## config.mk

```make
export PLATFORM = sky130hd
export DESIGN_NAME = csrf_top
export DESIGN_NICKNAME = d
export VERILOG_FILES = /design/src/csrf_pkg.sv /design/src/csrf_top.sv
export SDC_FILE = /design/constraint.sdc
export NUM_CORES = 1
export LEC_CHECK = 0
export BUFFER_PORTS_ARGS = -buffer_cell sky130_fd_sc_hd__buf_2
export CORE_MARGIN = 2
export CORE_UTILIZATION = 43
export CTS_CLUSTER_SIZE = 20
export DETAILED_ROUTE_END_ITERATION = 16
export PLACE_DENSITY = 0.68
export SYNTH_ARGS = -nofsm -noshare
export SYNTH_HDL_FRONTEND = slang
export SYNTH_SLANG_ARGS = --single-unit
export TNS_END_PERCENT = 20
```

## constraint.sdc

```tcl
create_clock -name REF_CLK_I -period 3.8 [get_ports REF_CLK_I]
set_clock_uncertainty 0.2 [all_clocks]
set_input_delay 0.38 -clock REF_CLK_I [delete_from_list [all_inputs] [get_ports REF_CLK_I]]
set_output_delay 0.38 -clock REF_CLK_I [all_outputs]
set_load 0.1 [all_outputs]
```

## src/csrf_pkg.sv

```systemverilog
// ****************************************************************
// Register map and field layout
// ****************************************************************
package csrf_pkg;

   localparam int unsigned CLK_MHZ = 200;

   // Data memory addresses
   localparam logic [5:0] ADDR_INDIRECT = 6'h00;
   localparam logic [5:0] ADDR_TIMER = 6'h01;
   localparam logic [5:0] ADDR_PCL = 6'h02;
   localparam logic [5:0] ADDR_STATUS = 6'h03;
   localparam logic [5:0] ADDR_POINTER = 6'h04;
   localparam logic [5:0] ADDR_PORT = 6'h06;
   localparam logic [5:0] ADDR_IRQ = 6'h0F;
   localparam logic [5:0] ADDR_RAM_LO = 6'h10;
   localparam logic [5:0] ADDR_RAM_HI = 6'h3F;
   localparam int unsigned RAM_WORDS = 48;

   // Program counter and vectors
   localparam int unsigned PC_W = 10;
   localparam logic [9:0] VEC_RESET = 10'h000;
   localparam logic [9:0] VEC_SW_INT = 10'h001;
   localparam logic [9:0] VEC_HW_INT = 10'h008;
   localparam logic [9:0] PC_ONE = 10'h001;
   localparam int unsigned STACK_DEPTH = 6;
   localparam logic [2:0] SP_LAST = 3'h5;
   localparam logic [2:0] SP_FIRST = 3'h0;

   // Status bit positions
   localparam int unsigned ST_CARRY = 0;
   localparam int unsigned ST_HALF = 1;
   localparam int unsigned ST_ZERO = 2;
   localparam int unsigned ST_SLEEP = 3;
   localparam int unsigned ST_WDT = 4;
   localparam int unsigned ST_PAGE = 5;
   localparam int unsigned ST_GP = 6;
   localparam int unsigned ST_WAKE = 7;
   localparam logic [7:0] STATUS_RESET = 8'h18;
   localparam logic [7:0] STATUS_SW_MASK = 8'hE7;

   // Pointer: upper two bits read as one
   localparam logic [7:0] POINTER_FILL = 8'hC0;

   // Interrupt flag bit positions
   localparam int unsigned IF_TIMER = 0;
   localparam int unsigned IF_PORT = 1;
   localparam int unsigned IF_EXT = 2;
   localparam int unsigned IF_WDT = 6;
   localparam logic [7:0] IRQ_MASK = 8'h47;

   // Prescale mode fields
   localparam int unsigned MD_TARGET = 3;
   localparam int unsigned MD_EDGE = 4;
   localparam int unsigned MD_SOURCE = 5;
   localparam logic [7:0] MODE_RESET = 8'h3F;

   localparam logic [7:0] BYTE_ZERO = 8'h00;
   localparam logic [7:0] BYTE_ONE = 8'h01;
   localparam logic [7:0] BYTE_MAX = 8'hFF;
   localparam int unsigned SHARED_RESET_BIT = 3;

   // Result of one ALU operation
   typedef struct packed {
      logic update;
      logic sub;
      logic carry;
      logic half;
      logic [7:0] result;
   } csrf_alu_t;

   // Program flow request for one instruction cycle
   typedef struct packed {
      logic hw_int;
      logic sw_int;
      logic call;
      logic jump;
      logic ret;
      logic [9:0] target;
   } csrf_flow_t;

   // Register file access from the execution core
   typedef struct packed {
      logic rd;
      logic wr;
      logic mode_wr;
      logic [5:0] addr;
      logic [7:0] wdata;
   } csrf_access_t;

endpackage

```

## src/csrf_top.sv

```systemverilog
`timescale 1ns/1ps
// Operation
// - Program counter is ten bits, addressing 1K words of program memory.
// - Reset fetches 000h, software interrupt goes to 001h, hardware to 008h.
// - Return-address stack holds six entries for calls and interrupts.
// - Ordinary instructions take one cycle, flow changes take two.
// - Registers sit at 00h,01h,02h,03h,04h,06h,0Fh; storage at 10h to 3Fh.
// - Address 00h has no storage and reaches the location the pointer selects.
// - Pointer low six bits select a location; upper two bits read one.
// - Timer counts pin edges or instruction cycles and is read/write.
// - PC low byte advances by one each sequential instruction cycle.
// - Writing PC low byte loads status bit 5 into A9, clears A8.
// - Carry set on add carry; on subtract set when no borrow.
// - Half carry follows the low nibble the same way.
// - Zero bit set for zero result, cleared otherwise.
// - Sleep flag set at power-up and watchdog clear, cleared by sleep.
// - Watchdog flag set at power-up, clear, sleep; cleared on timeout.
// - Status bit 5 preselects program page 000h-1FFh or 200h-3FFh.
// - Status bit 6 is general; bit 7 set on port-change wake.
// - Flags 0,1,2,6 set on timer, port, pin, watchdog; software clears.
// - Prescale mode is write-only; ratio field sets eight division scales.
// - Port data register at 06h reaches the eight port lines.
// - Selected shared reset pin held low holds the device, except RDATA_O, in reset.
// - Mode bit 5 picks timer source, bit 4 picks counted edge.
// - Mode bit 3 gives prescaler to timer when zero, watchdog when one.
module csrf_top
   import csrf_pkg::*;
(
   // Clock and reset
   input wire logic REF_CLK_I,
   input wire logic NRST_I,
   // Execution core
   input wire logic INSN_EN_I,
   input wire csrf_flow_t FLOW_I,
   input wire csrf_access_t ACCESS_I,
   input wire csrf_alu_t ALU_I,
   input wire logic SLEEP_I,
   input wire logic WDT_CLEAR_I,
   output logic [9:0] PC_O,
   output logic FETCH_BUBBLE_O,
   output logic [7:0] RDATA_O,
   output logic [7:0] STATUS_O,
   output logic [7:0] MODE_O,
   output logic [7:0] IRQ_FLAGS_O,
   output logic SLEEPING_O,
   // Pins and watchdog oscillator
   input wire logic [7:0] PORT_PIN_I,
   input wire logic TIMER_PIN_I,
   input wire logic EXT_INT_I,
   input wire logic SHARED_RESET_SEL_I,
   input wire logic WDT_TICK_I,
   input wire logic WDT_ENABLE_I,
   output logic [7:0] PORT_OUT_O,
   output logic WDT_RESET_O,
   output logic PIN_RESET_O
);

   // ****************************************************************
   // Declarations
   // ****************************************************************
   logic [7:0] ram [RAM_WORDS];
   logic [9:0] stack [STACK_DEPTH];
   logic [2:0] sp;
   logic [2:0] sp_prev;
   logic [7:0] timer;
   logic [7:0] pointer;
   logic [7:0] prescaler_target;
   logic [7:0] port_prev;
   logic tpin_prev;
   logic ext_prev;
   logic edge_armed;
   logic pin_hold;
   logic [5:0] eff_addr;
   logic do_wr;
   logic [7:0] rd_mux;
   logic flow_any;
   logic step;
   logic src_tick;
   logic psc_timer;
   logic [7:0] psc_next;
   logic [7:0] tmr_mask;
   logic [7:0] wrst_mask;
   logic [7:0] wirq_mask;
   logic timer_inc;
   logic timer_ovf;
   logic wdt_tick;
   logic wdt_rst_evt;
   logic wdt_irq_evt;
   logic port_chg;
   logic ext_evt;
   logic [7:0] next_irq;

   // ****************************************************************
   // Shared reset pin and addressing
   // ****************************************************************
   assign pin_hold = SHARED_RESET_SEL_I & ~PORT_PIN_I[SHARED_RESET_BIT];
   assign eff_addr = (ACCESS_I.addr == ADDR_INDIRECT) ? pointer[5:0] : ACCESS_I.addr;
   assign do_wr = ACCESS_I.wr & (eff_addr != ADDR_INDIRECT);
   assign flow_any = FLOW_I.hw_int | FLOW_I.sw_int | FLOW_I.call | FLOW_I.jump | FLOW_I.ret;
   assign step = INSN_EN_I & ~FETCH_BUBBLE_O;
   assign sp_prev = (sp == SP_FIRST) ? SP_LAST : sp - 3'h1;

   always_ff @(posedge REF_CLK_I or negedge NRST_I) begin
      if (!NRST_I) begin
         PIN_RESET_O <= 1'b0;
      end else begin
         PIN_RESET_O <= pin_hold;
      end
   end

   // ****************************************************************
   // Program counter and stack
   // ****************************************************************
   always_ff @(posedge REF_CLK_I or negedge NRST_I) begin
      if (!NRST_I) begin
         PC_O <= VEC_RESET;
         sp <= SP_FIRST;
         FETCH_BUBBLE_O <= 1'b0;
      end else if (pin_hold) begin
         PC_O <= VEC_RESET;
         sp <= SP_FIRST;
         FETCH_BUBBLE_O <= 1'b0;
      end else if (INSN_EN_I) begin
         FETCH_BUBBLE_O <= step & (flow_any | (do_wr & eff_addr == ADDR_PCL));
         if (step) begin
            if (FLOW_I.hw_int | FLOW_I.sw_int | FLOW_I.call) begin
               stack[sp] <= PC_O;
               sp <= (sp == SP_LAST) ? SP_FIRST : sp + 3'h1;
            end
            if (FLOW_I.hw_int) begin
               PC_O <= VEC_HW_INT;
            end else if (FLOW_I.sw_int) begin
               PC_O <= VEC_SW_INT;
            end else if (FLOW_I.call | FLOW_I.jump) begin
               PC_O <= FLOW_I.target;
            end else if (FLOW_I.ret) begin
               PC_O <= stack[sp_prev];
               sp <= sp_prev;
            end else if (do_wr && eff_addr == ADDR_PCL) begin
               PC_O <= {STATUS_O[ST_PAGE], 1'b0, ACCESS_I.wdata};
            end else begin
               PC_O <= PC_O + PC_ONE;
            end
         end
      end
   end

   // ****************************************************************
   // Status register
   // ****************************************************************
   always_ff @(posedge REF_CLK_I or negedge NRST_I) begin
      if (!NRST_I) begin
         STATUS_O <= STATUS_RESET;
      end else if (pin_hold) begin
         STATUS_O <= STATUS_RESET;
      end else begin
         if (do_wr && eff_addr == ADDR_STATUS) begin
            STATUS_O <= (ACCESS_I.wdata & STATUS_SW_MASK) | (STATUS_O & ~STATUS_SW_MASK);
         end
         if (ALU_I.update) begin
            STATUS_O[ST_CARRY] <= ALU_I.sub ? ~ALU_I.carry : ALU_I.carry;
            STATUS_O[ST_HALF] <= ALU_I.sub ? ~ALU_I.half : ALU_I.half;
            STATUS_O[ST_ZERO] <= (ALU_I.result == BYTE_ZERO);
         end
         if (WDT_CLEAR_I) begin
            STATUS_O[ST_SLEEP] <= 1'b1;
            STATUS_O[ST_WDT] <= 1'b1;
         end else if (SLEEP_I) begin
            STATUS_O[ST_SLEEP] <= 1'b0;
            STATUS_O[ST_WDT] <= 1'b1;
         end
         if (wdt_rst_evt) begin
            STATUS_O[ST_WDT] <= 1'b0;
         end
         if (SLEEPING_O & port_chg) begin
            STATUS_O[ST_WAKE] <= 1'b1;
         end
      end
   end

   always_ff @(posedge REF_CLK_I or negedge NRST_I) begin
      if (!NRST_I) begin
         SLEEPING_O <= 1'b0;
      end else if (pin_hold) begin
         SLEEPING_O <= 1'b0;
      end else if (SLEEP_I) begin
         SLEEPING_O <= 1'b1;
      end else if (port_chg | ext_evt | wdt_rst_evt | wdt_irq_evt) begin
         SLEEPING_O <= 1'b0;
      end
   end

   // ****************************************************************
   // Pointer, port, mode and storage
   // ****************************************************************
   always_ff @(posedge REF_CLK_I or negedge NRST_I) begin
      if (!NRST_I) begin
         pointer <= POINTER_FILL;
         PORT_OUT_O <= BYTE_ZERO;
         MODE_O <= MODE_RESET;
      end else if (pin_hold) begin
         pointer <= POINTER_FILL;
         PORT_OUT_O <= BYTE_ZERO;
         MODE_O <= MODE_RESET;
      end else begin
         if (do_wr && eff_addr == ADDR_POINTER) begin
            pointer <= ACCESS_I.wdata | POINTER_FILL;
         end
         if (do_wr && eff_addr == ADDR_PORT) begin
            PORT_OUT_O <= ACCESS_I.wdata;
         end
         if (ACCESS_I.mode_wr) begin
            MODE_O <= ACCESS_I.wdata;
         end
      end
   end

   always_ff @(posedge REF_CLK_I) begin
      if (do_wr && eff_addr >= ADDR_RAM_LO) begin
         ram[eff_addr - ADDR_RAM_LO] <= ACCESS_I.wdata;
      end
   end

   // ****************************************************************
   // Read path
   // ****************************************************************
   always_comb begin
      rd_mux = BYTE_ZERO;
      unique case (eff_addr)
         ADDR_INDIRECT: rd_mux = BYTE_ZERO;
         ADDR_TIMER: rd_mux = timer;
         ADDR_PCL: rd_mux = PC_O[7:0];
         ADDR_STATUS: rd_mux = STATUS_O;
         ADDR_POINTER: rd_mux = pointer | POINTER_FILL;
         ADDR_PORT: rd_mux = PORT_PIN_I;
         ADDR_IRQ: rd_mux = IRQ_FLAGS_O & IRQ_MASK;
         default: begin
            if (eff_addr >= ADDR_RAM_LO) begin
               rd_mux = ram[eff_addr - ADDR_RAM_LO];
            end
         end
      endcase
   end

   always_ff @(posedge REF_CLK_I or negedge NRST_I) begin
      if (!NRST_I) begin
         RDATA_O <= BYTE_ZERO;
      end else if (ACCESS_I.rd) begin
         RDATA_O <= rd_mux;
      end
   end

   // ****************************************************************
   // Timer, prescaler and watchdog
   // ****************************************************************
   assign src_tick = MODE_O[MD_SOURCE] ?
      (edge_armed & (MODE_O[MD_EDGE] ? (tpin_prev & ~TIMER_PIN_I) : (~tpin_prev & TIMER_PIN_I)))
      : INSN_EN_I;
   assign psc_timer = ~MODE_O[MD_TARGET];
   assign wdt_tick = WDT_TICK_I & WDT_ENABLE_I;
   assign psc_next = prescaler_target + BYTE_ONE;
   assign tmr_mask = 8'((9'h002 << MODE_O[2:0]) - 9'h001);
   assign wrst_mask = 8'((9'h001 << MODE_O[2:0]) - 9'h001);
   assign wirq_mask = psc_timer ? BYTE_ONE : tmr_mask;
   assign timer_inc = src_tick & (~psc_timer | ((psc_next & tmr_mask) == BYTE_ZERO));
   assign wdt_rst_evt = wdt_tick & (psc_timer | ((psc_next & wrst_mask) == BYTE_ZERO));
   assign wdt_irq_evt = wdt_tick & ((psc_next & wirq_mask) == BYTE_ZERO);
   assign timer_ovf = timer_inc & (timer == BYTE_MAX) & ~(do_wr && eff_addr == ADDR_TIMER);

   always_ff @(posedge REF_CLK_I or negedge NRST_I) begin
      if (!NRST_I) begin
         prescaler_target <= BYTE_ZERO;
      end else if (pin_hold) begin
         prescaler_target <= BYTE_ZERO;
      end else if (!psc_timer && WDT_CLEAR_I) begin
         prescaler_target <= BYTE_ZERO;
      end else if ((psc_timer & src_tick) | (~psc_timer & wdt_tick)) begin
         prescaler_target <= psc_next;
      end else if (psc_timer && wdt_tick) begin
         prescaler_target <= prescaler_target;
      end
   end

   always_ff @(posedge REF_CLK_I or negedge NRST_I) begin
      if (!NRST_I) begin
         timer <= BYTE_ZERO;
         tpin_prev <= 1'b0;
         WDT_RESET_O <= 1'b0;
      end else if (pin_hold) begin
         timer <= BYTE_ZERO;
         tpin_prev <= 1'b0;
         WDT_RESET_O <= 1'b0;
      end else begin
         tpin_prev <= TIMER_PIN_I;
         WDT_RESET_O <= wdt_rst_evt;
         if (do_wr && eff_addr == ADDR_TIMER) begin
            timer <= ACCESS_I.wdata;
         end else if (timer_inc) begin
            timer <= timer + BYTE_ONE;
         end
      end
   end

   // ****************************************************************
   // Interrupt flags
   // ****************************************************************
   assign port_chg = edge_armed & (PORT_PIN_I != port_prev);
   assign ext_evt = edge_armed & EXT_INT_I & ~ext_prev;

   always_comb begin
      next_irq = IRQ_FLAGS_O;
      if (do_wr && eff_addr == ADDR_IRQ) begin
         next_irq = ACCESS_I.wdata & IRQ_MASK;
      end
      next_irq[IF_TIMER] = next_irq[IF_TIMER] | timer_ovf;
      next_irq[IF_PORT] = next_irq[IF_PORT] | port_chg;
      next_irq[IF_EXT] = next_irq[IF_EXT] | ext_evt;
      next_irq[IF_WDT] = next_irq[IF_WDT] | wdt_irq_evt;
   end

   always_ff @(posedge REF_CLK_I or negedge NRST_I) begin
      if (!NRST_I) begin
         IRQ_FLAGS_O <= BYTE_ZERO;
         port_prev <= BYTE_ZERO;
         ext_prev <= 1'b0;
         edge_armed <= 1'b0;
      end else if (pin_hold) begin
         IRQ_FLAGS_O <= BYTE_ZERO;
         port_prev <= PORT_PIN_I;
         ext_prev <= 1'b0;
         edge_armed <= 1'b0;
      end else begin
         IRQ_FLAGS_O <= next_irq;
         port_prev <= PORT_PIN_I;
         ext_prev <= EXT_INT_I;
         edge_armed <= 1'b1;
      end
   end
endmodule // csrf_top

```

After elaboration in Yosys (flattened, before gate mapping)
Memories as Yosys holds them, arrays and structs flattened.
Index checks and enable logic that the tools add are counted.
{"block": "word_totals", "reg_bits": 90, "mem_bits_rw": 444, "n_memories": 2, "input_bits": 62, "out_inout_bits": 54, "word_cells": 189}
{"memory": "ram", "depth": 48, "width": 8, "read_ports": 1, "rd_ports_with_merged_regs": 0, "wr": 1, "line_no": "csrf_top.sv:61", "rtl": "logic [7:0] ram [RAM_WORDS];"}
{"memory": "stack", "depth": 6, "width": 10, "read_ports": 1, "rd_ports_with_merged_regs": 0, "wr": 1, "line_no": "csrf_top.sv:62", "rtl": "logic [9:0] stack [STACK_DEPTH];"}
{"block": "classes", "eq_ne": 9, "order_cmp": 1, "n_bitwise": 49, "n_reduce_logical": 32, "muxes": 63, "shift": 2, "add_sub_neg": 8}
{"op": "8-bit two-way mux", "count": 16}
{"op": "10-bit two-way mux", "count": 8}
{"op": "8-bit case mux with 7 select lines", "count": 1}
{"op": "3-bit two-way mux", "count": 11}
{"op": "8-bit zero test", "count": 4}
{"op": "8-bit bitwise AND", "count": 3}
{"op": "1-bit two-way mux", "count": 22}
{"op": "1-bit bitwise AND", "count": 20}
{"op": "6-bit two-way mux", "count": 3}
{"op": "8-bit by 1-bit adder with 8-bit output, second input constant", "count": 2}
{"op": "1-bit OR", "count": 16}
{"op": "8-bit by 1-bit subtractor with 8-bit output, second input constant", "count": 2}
{"op": "3-bit nonzero test", "count": 5}
{"op": "2-bit nonzero test", "count": 7}
{"op": "6-bit by 2-bit == test with 1-bit output, second input constant", "count": 2}
{"op": "6-bit by 3-bit == test with 1-bit output, second input constant", "count": 2}
{"op": "6-bit zero test", "count": 2}
{"op": "10-bit by 1-bit adder with 10-bit output, second input constant", "count": 1}
{"op": "1-bit logical AND", "count": 9}
{"op": "1-bit inverter", "count": 9}
{"op": "8-bit == test, second input constant", "count": 1}
{"op": "8-bit != test", "count": 1}
{"op": "8-bit by 5-bit OR with 8-bit output", "count": 1}
{"op": "1-bit by 3-bit << shifter with 8-bit output, first input constant", "count": 1}
{"op": "14 further kinds", "count": 15}

Logic depth before layout (Yosys ltp)
Gate-level depths: netlist of run 1.
{"block": "logic_depth", "depth_word": 13, "mapped_depth": 13, "mapped_depth_nobuf": 11}

Worst setup path before layout of run 1
No wires, ideal clock.
{"block": "synth_path", "path_type": "in2reg", "startpoint": "input port ACCESS_I[10] (netlist bit)", "endpoint": "register STATUS_O[2]", "slack_ps": 696, "path_stages": 12, "required_ps": 3468, "arrival_ps": 2772, "n_path_buf": 2, "setup_ps": 132, "cell_sequence": "nor3_1 clkbuf_1 a31oi_1 ha_1 clkbuf_1 nand2_1 nor3_2 nand3_1 mux2i_1 nor2_1 a31oi_1 nor2_1"}
{"block": "synth_via", "elab_chain_cells": 6, "word_cells_on_any_way": 7, "classes_between": "eq/ne: 1; mux: 1; bitwise: 1; reduce/logical: 4"}
{"element": "from (decl)", "line_no": "csrf_top.sv:35", "rtl": "input wire csrf_access_t ACCESS_I,"}
{"element": "6-bit zero test", "line_no": "csrf_top.sv:97", "rtl": "assign eff_addr = (ACCESS_I.addr == ADDR_INDIRECT) ? pointer[5:0] : ACCESS_I.addr;"}
{"element": "6-bit two-way mux *", "line_no": "csrf_top.sv:97"}
{"element": "6-bit nonzero test", "line_no": "csrf_top.sv:98", "rtl": "assign do_wr = ACCESS_I.wr & (eff_addr != ADDR_INDIRECT);"}
{"element": "1-bit bitwise AND", "line_no": "csrf_top.sv:98"}
{"element": "1-bit logical AND *", "line_no": "csrf_top.sv:157", "rtl": "if (do_wr && eff_addr == ADDR_STATUS) begin"}
{"element": "3-bit nonzero test (no line) *"}
{"element": "to (signal assigned)", "line_no": "csrf_top.sv:158", "rtl": "STATUS_O <= (ACCESS_I.wdata & STATUS_SW_MASK) | (STATUS_O & ~STATUS_SW_MASK);"}
{"element": "to (signal, indexed assignment)", "line_no": "csrf_top.sv:161", "rtl": "STATUS_O[ST_CARRY] <= ALU_I.sub ? ~ALU_I.carry : ALU_I.carry;"}
{"element": "to (signal, indexed assignment)", "line_no": "csrf_top.sv:162", "rtl": "STATUS_O[ST_HALF] <= ALU_I.sub ? ~ALU_I.half : ALU_I.half;"}
{"element": "to (decl)", "line_no": "csrf_top.sv:42", "rtl": "output logic [7:0] STATUS_O,"}
Every way passes the cells marked *; elsewhere a longest branch is shown, timed or not.
A chain may end at the register's enable or synchronous reset.

Worst setup path in the final report of run 1
{"block": "layout_path", "startpoint": "register pointer[0]", "endpoint": "register RDATA_O[0]"}
{"block": "layout_via", "elab_chain_cells": 5, "word_cells_on_any_way": 13, "classes_between": "add/sub: 1; order compare: 1; eq/ne: 6; mux: 3; reduce/logical: 1; memory: 1"}
{"element": "from (decl)", "line_no": "csrf_top.sv:66", "rtl": "logic [7:0] pointer;"}
{"element": "from (signal assigned)", "line_no": "csrf_top.sv:207", "rtl": "pointer <= ACCESS_I.wdata | POINTER_FILL;"}
{"element": "6-bit two-way mux", "line_no": "csrf_top.sv:97"}
{"element": "6-bit by 5-bit subtractor with 6-bit output", "line_no": "csrf_top.sv:239", "rtl": "rd_mux = ram[eff_addr - ADDR_RAM_LO];"}
{"element": "memory read 48 x 8 bit"}
{"element": "8-bit two-way mux", "line_no": "csrf_top.sv:238", "rtl": "if (eff_addr >= ADDR_RAM_LO) begin"}
{"element": "8-bit case mux with 7 select lines *", "line_no": "csrf_top.sv:229", "rtl": "unique case (eff_addr)"}
{"element": "to (signal assigned)", "line_no": "csrf_top.sv:249", "rtl": "RDATA_O <= rd_mux;"}
{"element": "to (decl)", "line_no": "csrf_top.sv:41", "rtl": "output logic [7:0] RDATA_O,"}
Marks and branches as above.

==> flow_metrics.py, run 1 <==
metrics = {
    "clocking": {
        "cts_buffers": 53,
        "clk_path_buf_depth": 3,
        "cts_tree": "built",
        "cts_max_level": 2,
        "clkLatencyLatePin_ps": 610,
        "clkTransAtPathRegs_ps": 60,
        "cts.sink_count": 530,
        "cts_root_buf": "clkbuf_16",
    },
    "yosys": {
        "async_flop_share_pct": 16.2,
        "yosys.cell_count.top_type": "edfxtp_1",
        "synth_area_um2": 22000,
        "synthCells": 1650,
        "yosys.area.top_type_share_pct": 60.5,
        "ys_seq_area_share_pct": 70.3,
        "synth_area_leaders": "edfxtp_1 (61%), dfrtp_1 (8.9%), nor2_1 (3.0%)",
        "synth_cell_types": 74,
        "ys_warn_count": 0,
        "synth_edf_count": 444,
        "synth_area_leader_cell": "edfxtp_1",
        "syn_area_per_cell_um2": 13.4,
        "ys_top_cells_by_count": "edfxtp_1 (444), nor2_1 (174), nand2_1 (128)",
        "ys.flop_type": "edfxtp_1",
        "synth-seq-cells": 530,
    },
    "placed_design": {
        "dp_slack_ps": 169,
        "dp_cells": 2462,
        "io_buffers": 111,
        "gp_congestion": 0.966,
        "dp_hpwl_um": 44100,
    },
    "timing": {
        "hold_viol_final": 0,
        "slew_viol_final": 0,
        "tightest_slew_ps": 944,
        "setup-tns-final_ps": 0,
        "max_slew_margin_pct": 36.8,
        "layout_setup_ws_ps": 134,
        "rsz0062_at_grt": "false",
        "period_share_pct": 96.5,
        "fin_hold_ws_ps": 45.4,
        "setup-violations-final": 0,
        "fmax_mhz": 273,
        "period_minus_slack_ps": 3670,
    },
    "run": {
        "drv_cap": 0,
    },
    "min_path": {
        "holdCritPathClass": "in2reg",
    },
    "worst_setup_path": {
        "arrival_ps": 3940,
        "path_class": "reg2reg",
        "path_max_fanout": 10,
        "start_kind": "flop",
        "cp.required_ps": 4080,
        "cp-end-kind": "flop",
    },
    "layout": {
        "area_growth_pct": 19.1,
        "drive_gt1_share_pct": 18.4,
        "top_register": "ram",
        "largest_reg_flops": 384,
        "nets": 1952,
        "top_regs": "ram: 384 flops, stack: 60 flops, PC_O: 10 flops",
        "stdcell_count": 2600,
    },
    "power": {
        "powerDensity_nw_per_um2": 513,
        "power_mw": 13.5,
        "vdd_ir_drop_max_mv": 0.353,
        "leakagePower_nw": 9.24,
    },
    "global_routing": {
        "antenna_found_initial": 2,
        "grt_pass1_vias": 15600,
        "grt.overflow.total": 0,
        "grtUsageTotal_pct": 24.8,
        "grt_pass1_wl_um": 98800,
        "grt_max_degree": 66,
    },
    "floorplanning": {
        "die_h_um": 230,
        "initial_core_util_pct": 43.7,
        "die_area_um2": 53100,
        "row_count": 82,
        "coreArea_um2": 50400,
        "die_x_um": 230,
        "io_pins": 116,
    },
    "detailed_routing": {
        "wire_per_inst_um": 25.5,
        "drc": 0,
        "vias": 16000,
        "drt_iter0_drc": 2295,
        "wl_um": 66200,
        "first_pass_iters": 10,
        "vias_per_cell": 6.16,
        "ant_nets": 0,
    },
    "outcome": {
        "status": "completed",
    },
}
worst paths after layout:
path                            cells past startpoint          startpoint  slack (ps)             endpoint
worst min-delay path                                3  SHARED_RESET_SEL_I          50           edge_armed
worst max-delay path                                9          pointer[0]         130           RDATA_O[0]
worst max register to register                      9          pointer[0]         130           RDATA_O[0]
worst min register to register                      2           MODE_O[6]         320            MODE_O[6]
min in group asynchronous                           3              NRST_I         510  prescaler_target[0]
max in group asynchronous                           4              NRST_I        1700        PORT_OUT_O[7]
repair_timing:
action,4_1_cts,5_1_grt
endpoints found under the hold margin,62,0
buffers inserted,0,0
hold buffers,37,0
gates resized for setup,0,1
endpoints found under the setup margin,0,1
per-layer routing:
metal	global-route usage, %	up-vias	routed length, µm
li1	-	6864	-
met1	34.2	7917	26300
met2	39.1	1038	30200
met3	5.57	186	7450
met4	8.37	2	2220
met5	0	-	13
per-stage QoR:
step           util, %  instance area, µm²
6_report          52.1               26200
5_1_grt           52.1               26200
4_1_cts           52.1               26200
3_5_place_dp      47.8               24100
3_3_place_gp      47.8               24100
2_1_floorplan        -               22000
logic make-up after synthesis:
group	count (synthesis)	share of synthesized area, %
flip-flops	530	70.3
multiplexers	55	3.07
adder cells (fa/ha/maj)	8	0.454
other	1	0.0170
AO/OA/AOI/OAI	423	12.7
AND/OR/NAND/NOR	487	10.1
XOR/XNOR	29	1.15
buffers and inverters	117	2.19
cell type report:
| cell class | count | area [µm²] |
|---|---|---|
| antenna | 2 | 5.00 |
| clock buffer | 62 | 1390 |
| clock inverter | 37 | 395 |
| fill | 4158 | 24100 |
| inverter | 26 | 97.6 |
| multi-input combinational | 1006 | 6170 |
| sequential | 530 | 15500 |
| tap | 672 | 841 |
| timing repair buffer | 265 | 1860 |
power by group:
| part | switching [mW] | internal, mW |
|---|---|---|
| Sequential | 0.135 | 6.42 |
| Clock | 2.24 | 3.11 |
| Combinational | 1.12 | 0.439 |
critical path: stages (launching register included):
cell and delay [ps]:
dfrtp_1 540, nor4b_1 730, a32oi_2 470, buf_4 330, o221ai_1 260, nor3_1 130, o21ai_0 210, nand3_1 150
o221ai_1 390, a21oi_1 110
cell usage in the layout (no fill, tap or decap), drive strengths merged, types with 37 or more instances in the layout:
master,instances
dlygate4sd3,37
o21ai,92
edfxtp,444
nor3,57
nand2,128
clkbuf,62
dfrtp,78
nand3,49
mux2i,44
o22ai,71
buf,228
nor2,174
a21oi,71
Note: power is estimated with default switching activity, not from simulation.
==> run 2, diff against run 1 <==
==> constraint.sdc (replaced) <==
create_clock -name REF_CLK_I -period 4.47 [get_ports REF_CLK_I]
set_clock_uncertainty 0.2 [all_clocks]
set_input_delay 0.447 -clock REF_CLK_I [delete_from_list [all_inputs] [get_ports REF_CLK_I]]
set_output_delay 0.447 -clock REF_CLK_I [all_outputs]
set_load 0.1 [all_outputs]
==> run 2 against run 1 <==
  * Critical path depth decreased by 2
  * Setup slack improved by 570 ps
  * Sequential power decreased by 15%
  * Sequential share of layout area increased by 1.4 points
  * Combinational power decreased by 17%
  * Largest cell class unchanged
  * Wire length increased by 0.60%
  * Core utilization decreased by 1.2 points
  * Sequential cell count unchanged
  * Via count decreased by 0.69%
  * Hold slack got worse by 45 ps
  * Clock-buffer cell count increased by 2
==> flow_metrics.py, run 2 (synthesis gave the netlist of run 1 again) <==
metrics = {
    "outcome": {
        "status": "completed",
    },
    "layout": {
        "fin_area_um2": 25600,
        "area_growth_pct": 16.3,
        "fin_util_pct": 50.9,
        "top_register": "ram",
        "fill_cells": 4243,
        "layout_commonest_cell": "edfxtp_1",
        "largest_reg_flops": 384,
        "layout_common_cells": "edfxtp_1 (444), nor2_1 (174), nand2_1 (128)",
        "nets": 1899,
        "drive_gt1_share_pct": 16.5,
        "top_regs": "ram: 384 flops, stack: 60 flops, PC_O: 10 flops",
    },
    "clocking": {
        "cts.sink_count": 530,
        "clkTransAtPathRegs_ps": 70,
        "cts_root_buf": "clkbuf_16",
        "ctsResizeCount": 0,
        "cts_tree": "built",
        "cts_buffers": 53,
        "clkLatencyLatePin_ps": 600,
        "clk_path_buf_depth": 3,
        "cts_max_level": 2,
    },
    "worst_setup_path": {
        "path_max_fanout": 17,
        "slowest_delay_ps": 760,
        "cp-end-kind": "flop",
        "crit_chain": "nor4b_1 > a22oi_2 > buf_4 > nor2_1 > nand2_1 > o21ai_0 > a21oi_1",
        "arrival_ps": 4030,
        "cp.required_ps": 4740,
        "start_kind": "flop",
        "crit_slowest_cell": "nor4b_1",
        "path_class": "reg2reg",
    },
    "global_routing": {
        "grtUsageTotal_pct": 24.7,
        "antenna_found_initial": 4,
        "grt_max_degree": 64,
        "grt_pass1_wl_um": 98100,
        "grt.overflow.total": 0,
        "grt_pass1_vias": 15400,
    },
    "timing": {
        "fmax_mhz": 266,
        "setup-tns-final_ps": 0,
        "max_slew_margin_pct": 16.9,
        "setup-violations-final": 0,
        "rsz0062_at_grt": "false",
        "period_share_pct": 84.1,
        "layout_setup_ws_ps": 709,
        "tightest_slew_ps": 1230,
        "slew_viol_final": 0,
        "period_minus_slack_ps": 3760,
        "hold_viol_final": 0,
    },
    "placed_design": {
        "gp_congestion": 0.983,
        "dp_hpwl_um": 43400,
        "dp_slack_ps": 599,
        "dpl_cell_area_um2": 23800,
        "io_buffers": 111,
    },
    "floorplanning": {
        "coreArea_um2": 50400,
        "initial_core_util_pct": 43.7,
        "die_h_um": 230,
        "die_area_um2": 53100,
        "io_pins": 116,
        "row_count": 82,
        "die_x_um": 230,
    },
    "min_path": {
        "holdCritPathClass": "in2reg",
    },
    "detailed_routing": {
        "drt_iter0_drc": 2344,
        "wire_per_inst_um": 26.2,
        "drc": 0,
        "first_pass_iters": 5,
        "vias": 15900,
        "vias_per_cell": 6.24,
        "ant_nets": 0,
        "wl_um": 66600,
    },
    "power": {
        "powerDensity_nw_per_um2": 432,
        "leakagePower_nw": 8.90,
        "vdd_ir_drop_max_mv": 0.269,
    },
    "run": {
        "drv_cap": 0,
    },
}
[run 2: changes by cell type in the layout (fill, tap and decap cells not counted), moves of 2 or more]
cell,change
buf_12,-2
clkinv_2,+6
clkbuf_1,+3
dlygate4sd3_1,-12
clkinv_4,-2
bufinv_16,-5
buf_4,-39
[run 2: area by class of cell]
cell class              instances  area [µm²]  area share (%)
flip-flops and latches        530       15500            60.5
diodes                          1        2.50         0.00976
clock inverters                35         238           0.928
repair buffers                212        1400            5.48
clock buffers                  64        1390            5.42
inverters                      26        97.6           0.381
multi-input cells            1006        6160            24.1
well taps                     672         841            3.28
[run 2: worst max-delay path, delay by kind of cell (launching register included)]
family,cells,cell delay (ps)
flip-flops,1,580
AO/OA/AOI/OAI,3,810
AND/OR/NAND/NOR,3,1720
buffers and inverters,1,310
[run 2: what timing repair did]
item | CTS | global route
setup buffers | 0 | 0
hold endpoints to repair | 48 | 0
hold buffers | 25 | 0
[run 2: stage by stage]
stage          hold slack (ps)  instances  total power, mW
2_1_floorplan            -48.6       1653             6.45
3_3_place_gp               195       2421             6.91
3_5_place_dp               195       2421             6.92
4_1_cts                   1.76       2545             11.1
5_1_grt                   18.8       2545             11.4
6_report                 0.699       2546             11.1
[run 2: layer usage]
layer	global-route usage (%)	routed length (µm)	share of wire [%]
met3	6.36	7670	12
met4	8.45	2380	3.6
met5	0	24	0.036
met1	34.1	26300	40
met2	38.2	30200	45
[run 2: worst paths after layout]
check	start	endpoint	slack [ps]	cells past startpoint
worst max-delay path	pointer[0]	timer[2]	710	7
worst min-delay path	FLOW_I[7]	PC_O[7]	0.7	3
worst max register to register	pointer[0]	timer[2]	710	7
worst min register to register	PORT_OUT_O[4]	PORT_OUT_O[4]	330	2
max in group asynchronous	NRST_I	tpin_prev	2760	3
min in group asynchronous	NRST_I	sp[2]	120	2
[run 2: power by group]
group,switching (mW),internal (mW)
clock network,1.87,2.33
logic,0.949,0.348
registers,0.117,5.45
==> run 3, diff against run 2 <==
==> constraint.sdc (replaced) <==
create_clock -name REF_CLK_I -period 3.65 [get_ports REF_CLK_I]
set_clock_uncertainty 0.2 [all_clocks]
set_input_delay 0.365 -clock REF_CLK_I [delete_from_list [all_inputs] [get_ports REF_CLK_I]]
set_output_delay 0.365 -clock REF_CLK_I [all_outputs]
set_load 0.1 [all_outputs]
==> run 3 against run 2 <==
  * Sequential power increased by 22%
  * First-iteration DRC count rose by 4.4%
  * Clock power up 20%
  * Clock-buffer cell count is 4 higher
  * Setup slack lost 550 ps
  * Global-route usage up 0.22 points
  * Cell area grew 1.7%
  * Largest cell class unchanged
==> flow_metrics.py, run 3 (synthesis gave the netlist of run 1 again) <==
metrics = {
    "layout": {
        "top_regs": "ram: 384 flops, stack: 60 flops, PC_O: 10 flops",
        "layout_commonest_cell": "edfxtp_1",
        "top_register": "ram",
        "fin_area_um2": 26100,
        "nets": 1951,
        "layout_common_cells": "edfxtp_1 (444), nor2_1 (174), nand2_1 (128)",
        "area_growth_pct": 18.3,
        "drive_gt1_share_pct": 17.8,
        "diodes": 0,
        "largest_reg_flops": 384,
    },
    "worst_setup_path": {
        "crit_slowest_cell": "dlygate4sd3_1",
        "crit_end": "PC_O[4]",
        "arrival_ps": 3750,
        "r2r_end": "PC_O[4]",
        "cp.required_ps": 3910,
        "r2r_cells": 9,
        "cp-end-kind": "flop",
        "reg2reg_setup_slack_ps": 160,
        "path_max_fanout": 8,
        "cp-startpoint": "pointer[0]",
        "start_kind": "flop",
        "r2r-start": "pointer[0]",
        "path_class": "reg2reg",
        "slowest_delay_ps": 560,
        "cp_common_cell": "nor2_1",
        "crit_chain": "nor4_1 > a22oi_1 > nor4_4 > nor2_1 > a21oi_1 > nor2_1 > a2111oi_0 > o31ai_1 > dlygate4sd3_1",
    },
    "timing": {
        "slew_viol_final": 0,
        "period_minus_slack_ps": 3490,
        "tightest_slew_ps": 1040,
        "period_share_pct": 95.5,
        "setup-violations-final": 0,
        "rsz0062_at_grt": "false",
        "max_slew_margin_pct": 30.2,
        "setup-tns-final_ps": 0,
        "fmax_mhz": 287,
        "hold_viol_final": 0,
    },
    "floorplanning": {
        "row_count": 82,
        "die_x_um": 230,
        "die_h_um": 230,
        "io_pins": 116,
        "die_area_um2": 53100,
        "initial_core_util_pct": 43.7,
        "coreArea_um2": 50400,
    },
    "placed_design": {
        "dp_hpwl_um": 44700,
        "dpl_cell_area_um2": 24100,
        "io_buffers": 111,
        "gp_congestion": 0.986,
    },
    "clocking": {
        "cts_setup_buffers": 0,
        "cts_tree": "built",
        "cts_max_level": 2,
        "clkTransAtPathRegs_ps": 60,
        "clk_path_buf_depth": 3,
        "cts.sink_count": 530,
        "clkLatencyLatePin_ps": 590,
        "cts_buffers": 51,
        "cts_root_buf": "clkbuf_16",
    },
    "min_path": {
        "holdCritPathClass": "in2async",
    },
    "detailed_routing": {
        "first_pass_iters": 6,
        "wl_um": 67000,
        "wire_per_inst_um": 25.9,
        "drc": 0,
        "vias": 16100,
        "vias_per_cell": 6.20,
        "ant_nets": 0,
        "drt_iter0_drc": 2447,
    },
    "power": {
        "powerDensity_nw_per_um2": 517,
        "p_switching_mw": 3.48,
        "combPwrFrac_pct": 12.1,
        "leakagePower_nw": 9.16,
        "power_mw": 13.5,
        "p_sw_share_pct": 25.8,
        "p_clk_share_pct": 37.3,
        "power_frac_seq_pct": 50.6,
        "vdd_ir_drop_max_mv": 0.342,
        "p_int_mw": 10.0,
    },
    "run": {
        "drv_cap": 0,
    },
    "outcome": {
        "status": "completed",
    },
    "global_routing": {
        "grt_max_degree": 66,
        "grt.overflow.total": 0,
        "grt_pass1_wl_um": 98800,
        "antenna_found_initial": 1,
        "grt_pass1_vias": 15300,
        "grtUsageTotal_pct": 24.9,
    },
}
-- run 3: changes by cell type in the layout (fill, tap and decap cells not counted), sizes merged --
| cell | change |
|---|---|
| buf | +43 |
| clkinv | -12 |
| dlygate4sd3 | +11 |
| clkbuf | +4 |
| clkinvlp | -3 |
| bufinv | +1 |
| diode | -1 |
| inv | -1 |
-- run 3: how the worst min path moves through the flow --
stage                      start                   to  cells after the start
after floorplan           NRST_I       FETCH_BUBBLE_O                      0
after global placement    NRST_I  prescaler_target[6]                      1
after detailed placement  NRST_I  prescaler_target[6]                      1
after CTS                 NRST_I            MODE_O[7]                      2
after global routing      NRST_I  prescaler_target[6]                      2
final                     NRST_I  prescaler_target[6]                      2
-- run 3: repair_timing --
| action | CTS | global route |
|---|---|---|
| hold buffers | 36 | 0 |
| endpoints found under the setup margin | 0 | 2 |
| gates resized for setup | 0 | 2 |
| endpoints found under the hold margin | 56 | 0 |
-- run 3: per-stage QoR --
step                      utilization (%)  worst slack (ps)  std cells  hold slack, ps
after floorplan                         -               561       1653            -131
after global placement               47.9               367       2464            86.3
after detailed placement             47.9               329       2464            90.0
after CTS                            51.7               137       2588            18.0
after global routing                 51.8              36.7       2588            39.1
final                                51.8               163       2588            21.6
-- run 3: layout make-up --
type	instances	area (µm²)
inverter	26	97.6
fill	4171	24300
clock buffer	68	1390
sequential	530	15500
tap	672	841
clock inverter	20	165
multi-input combinational	1006	6170
timing repair buffer	266	1910
-- run 3: layer usage --
metal,part of all wire [%],up-vias,wire [µm],GRT usage (%)
li1,-,6832,-,-
met1,40,8006,26500,35.2
met2,46,1085,30600,39.2
met3,12,135,8070,5.29
met4,2.9,0,1920,6.98
met5,0,-,0,0
-- run 3: power by group through the flow --
stage | Clock (mW) | Sequential, mW | Combinational [mW]
after global placement | 0 | 6.94 | 1.55
after detailed placement | 0 | 6.94 | 1.57
after global routing | 5.30 | 6.83 | 1.72
final | 5.03 | 6.82 | 1.63
after CTS | 5.08 | 6.82 | 1.61
after floorplan | 0 | 7.22 | 0.679
-- run 3: critical path: cells and delay by family (launching register included) --
kind / cells / cell delay [ps]
AOI/OAI and AO/OA: 4 / 1020
buffers and inverters: 1 / 560
DFF: 1 / 480
and+or+nand+nor: 4 / 1100
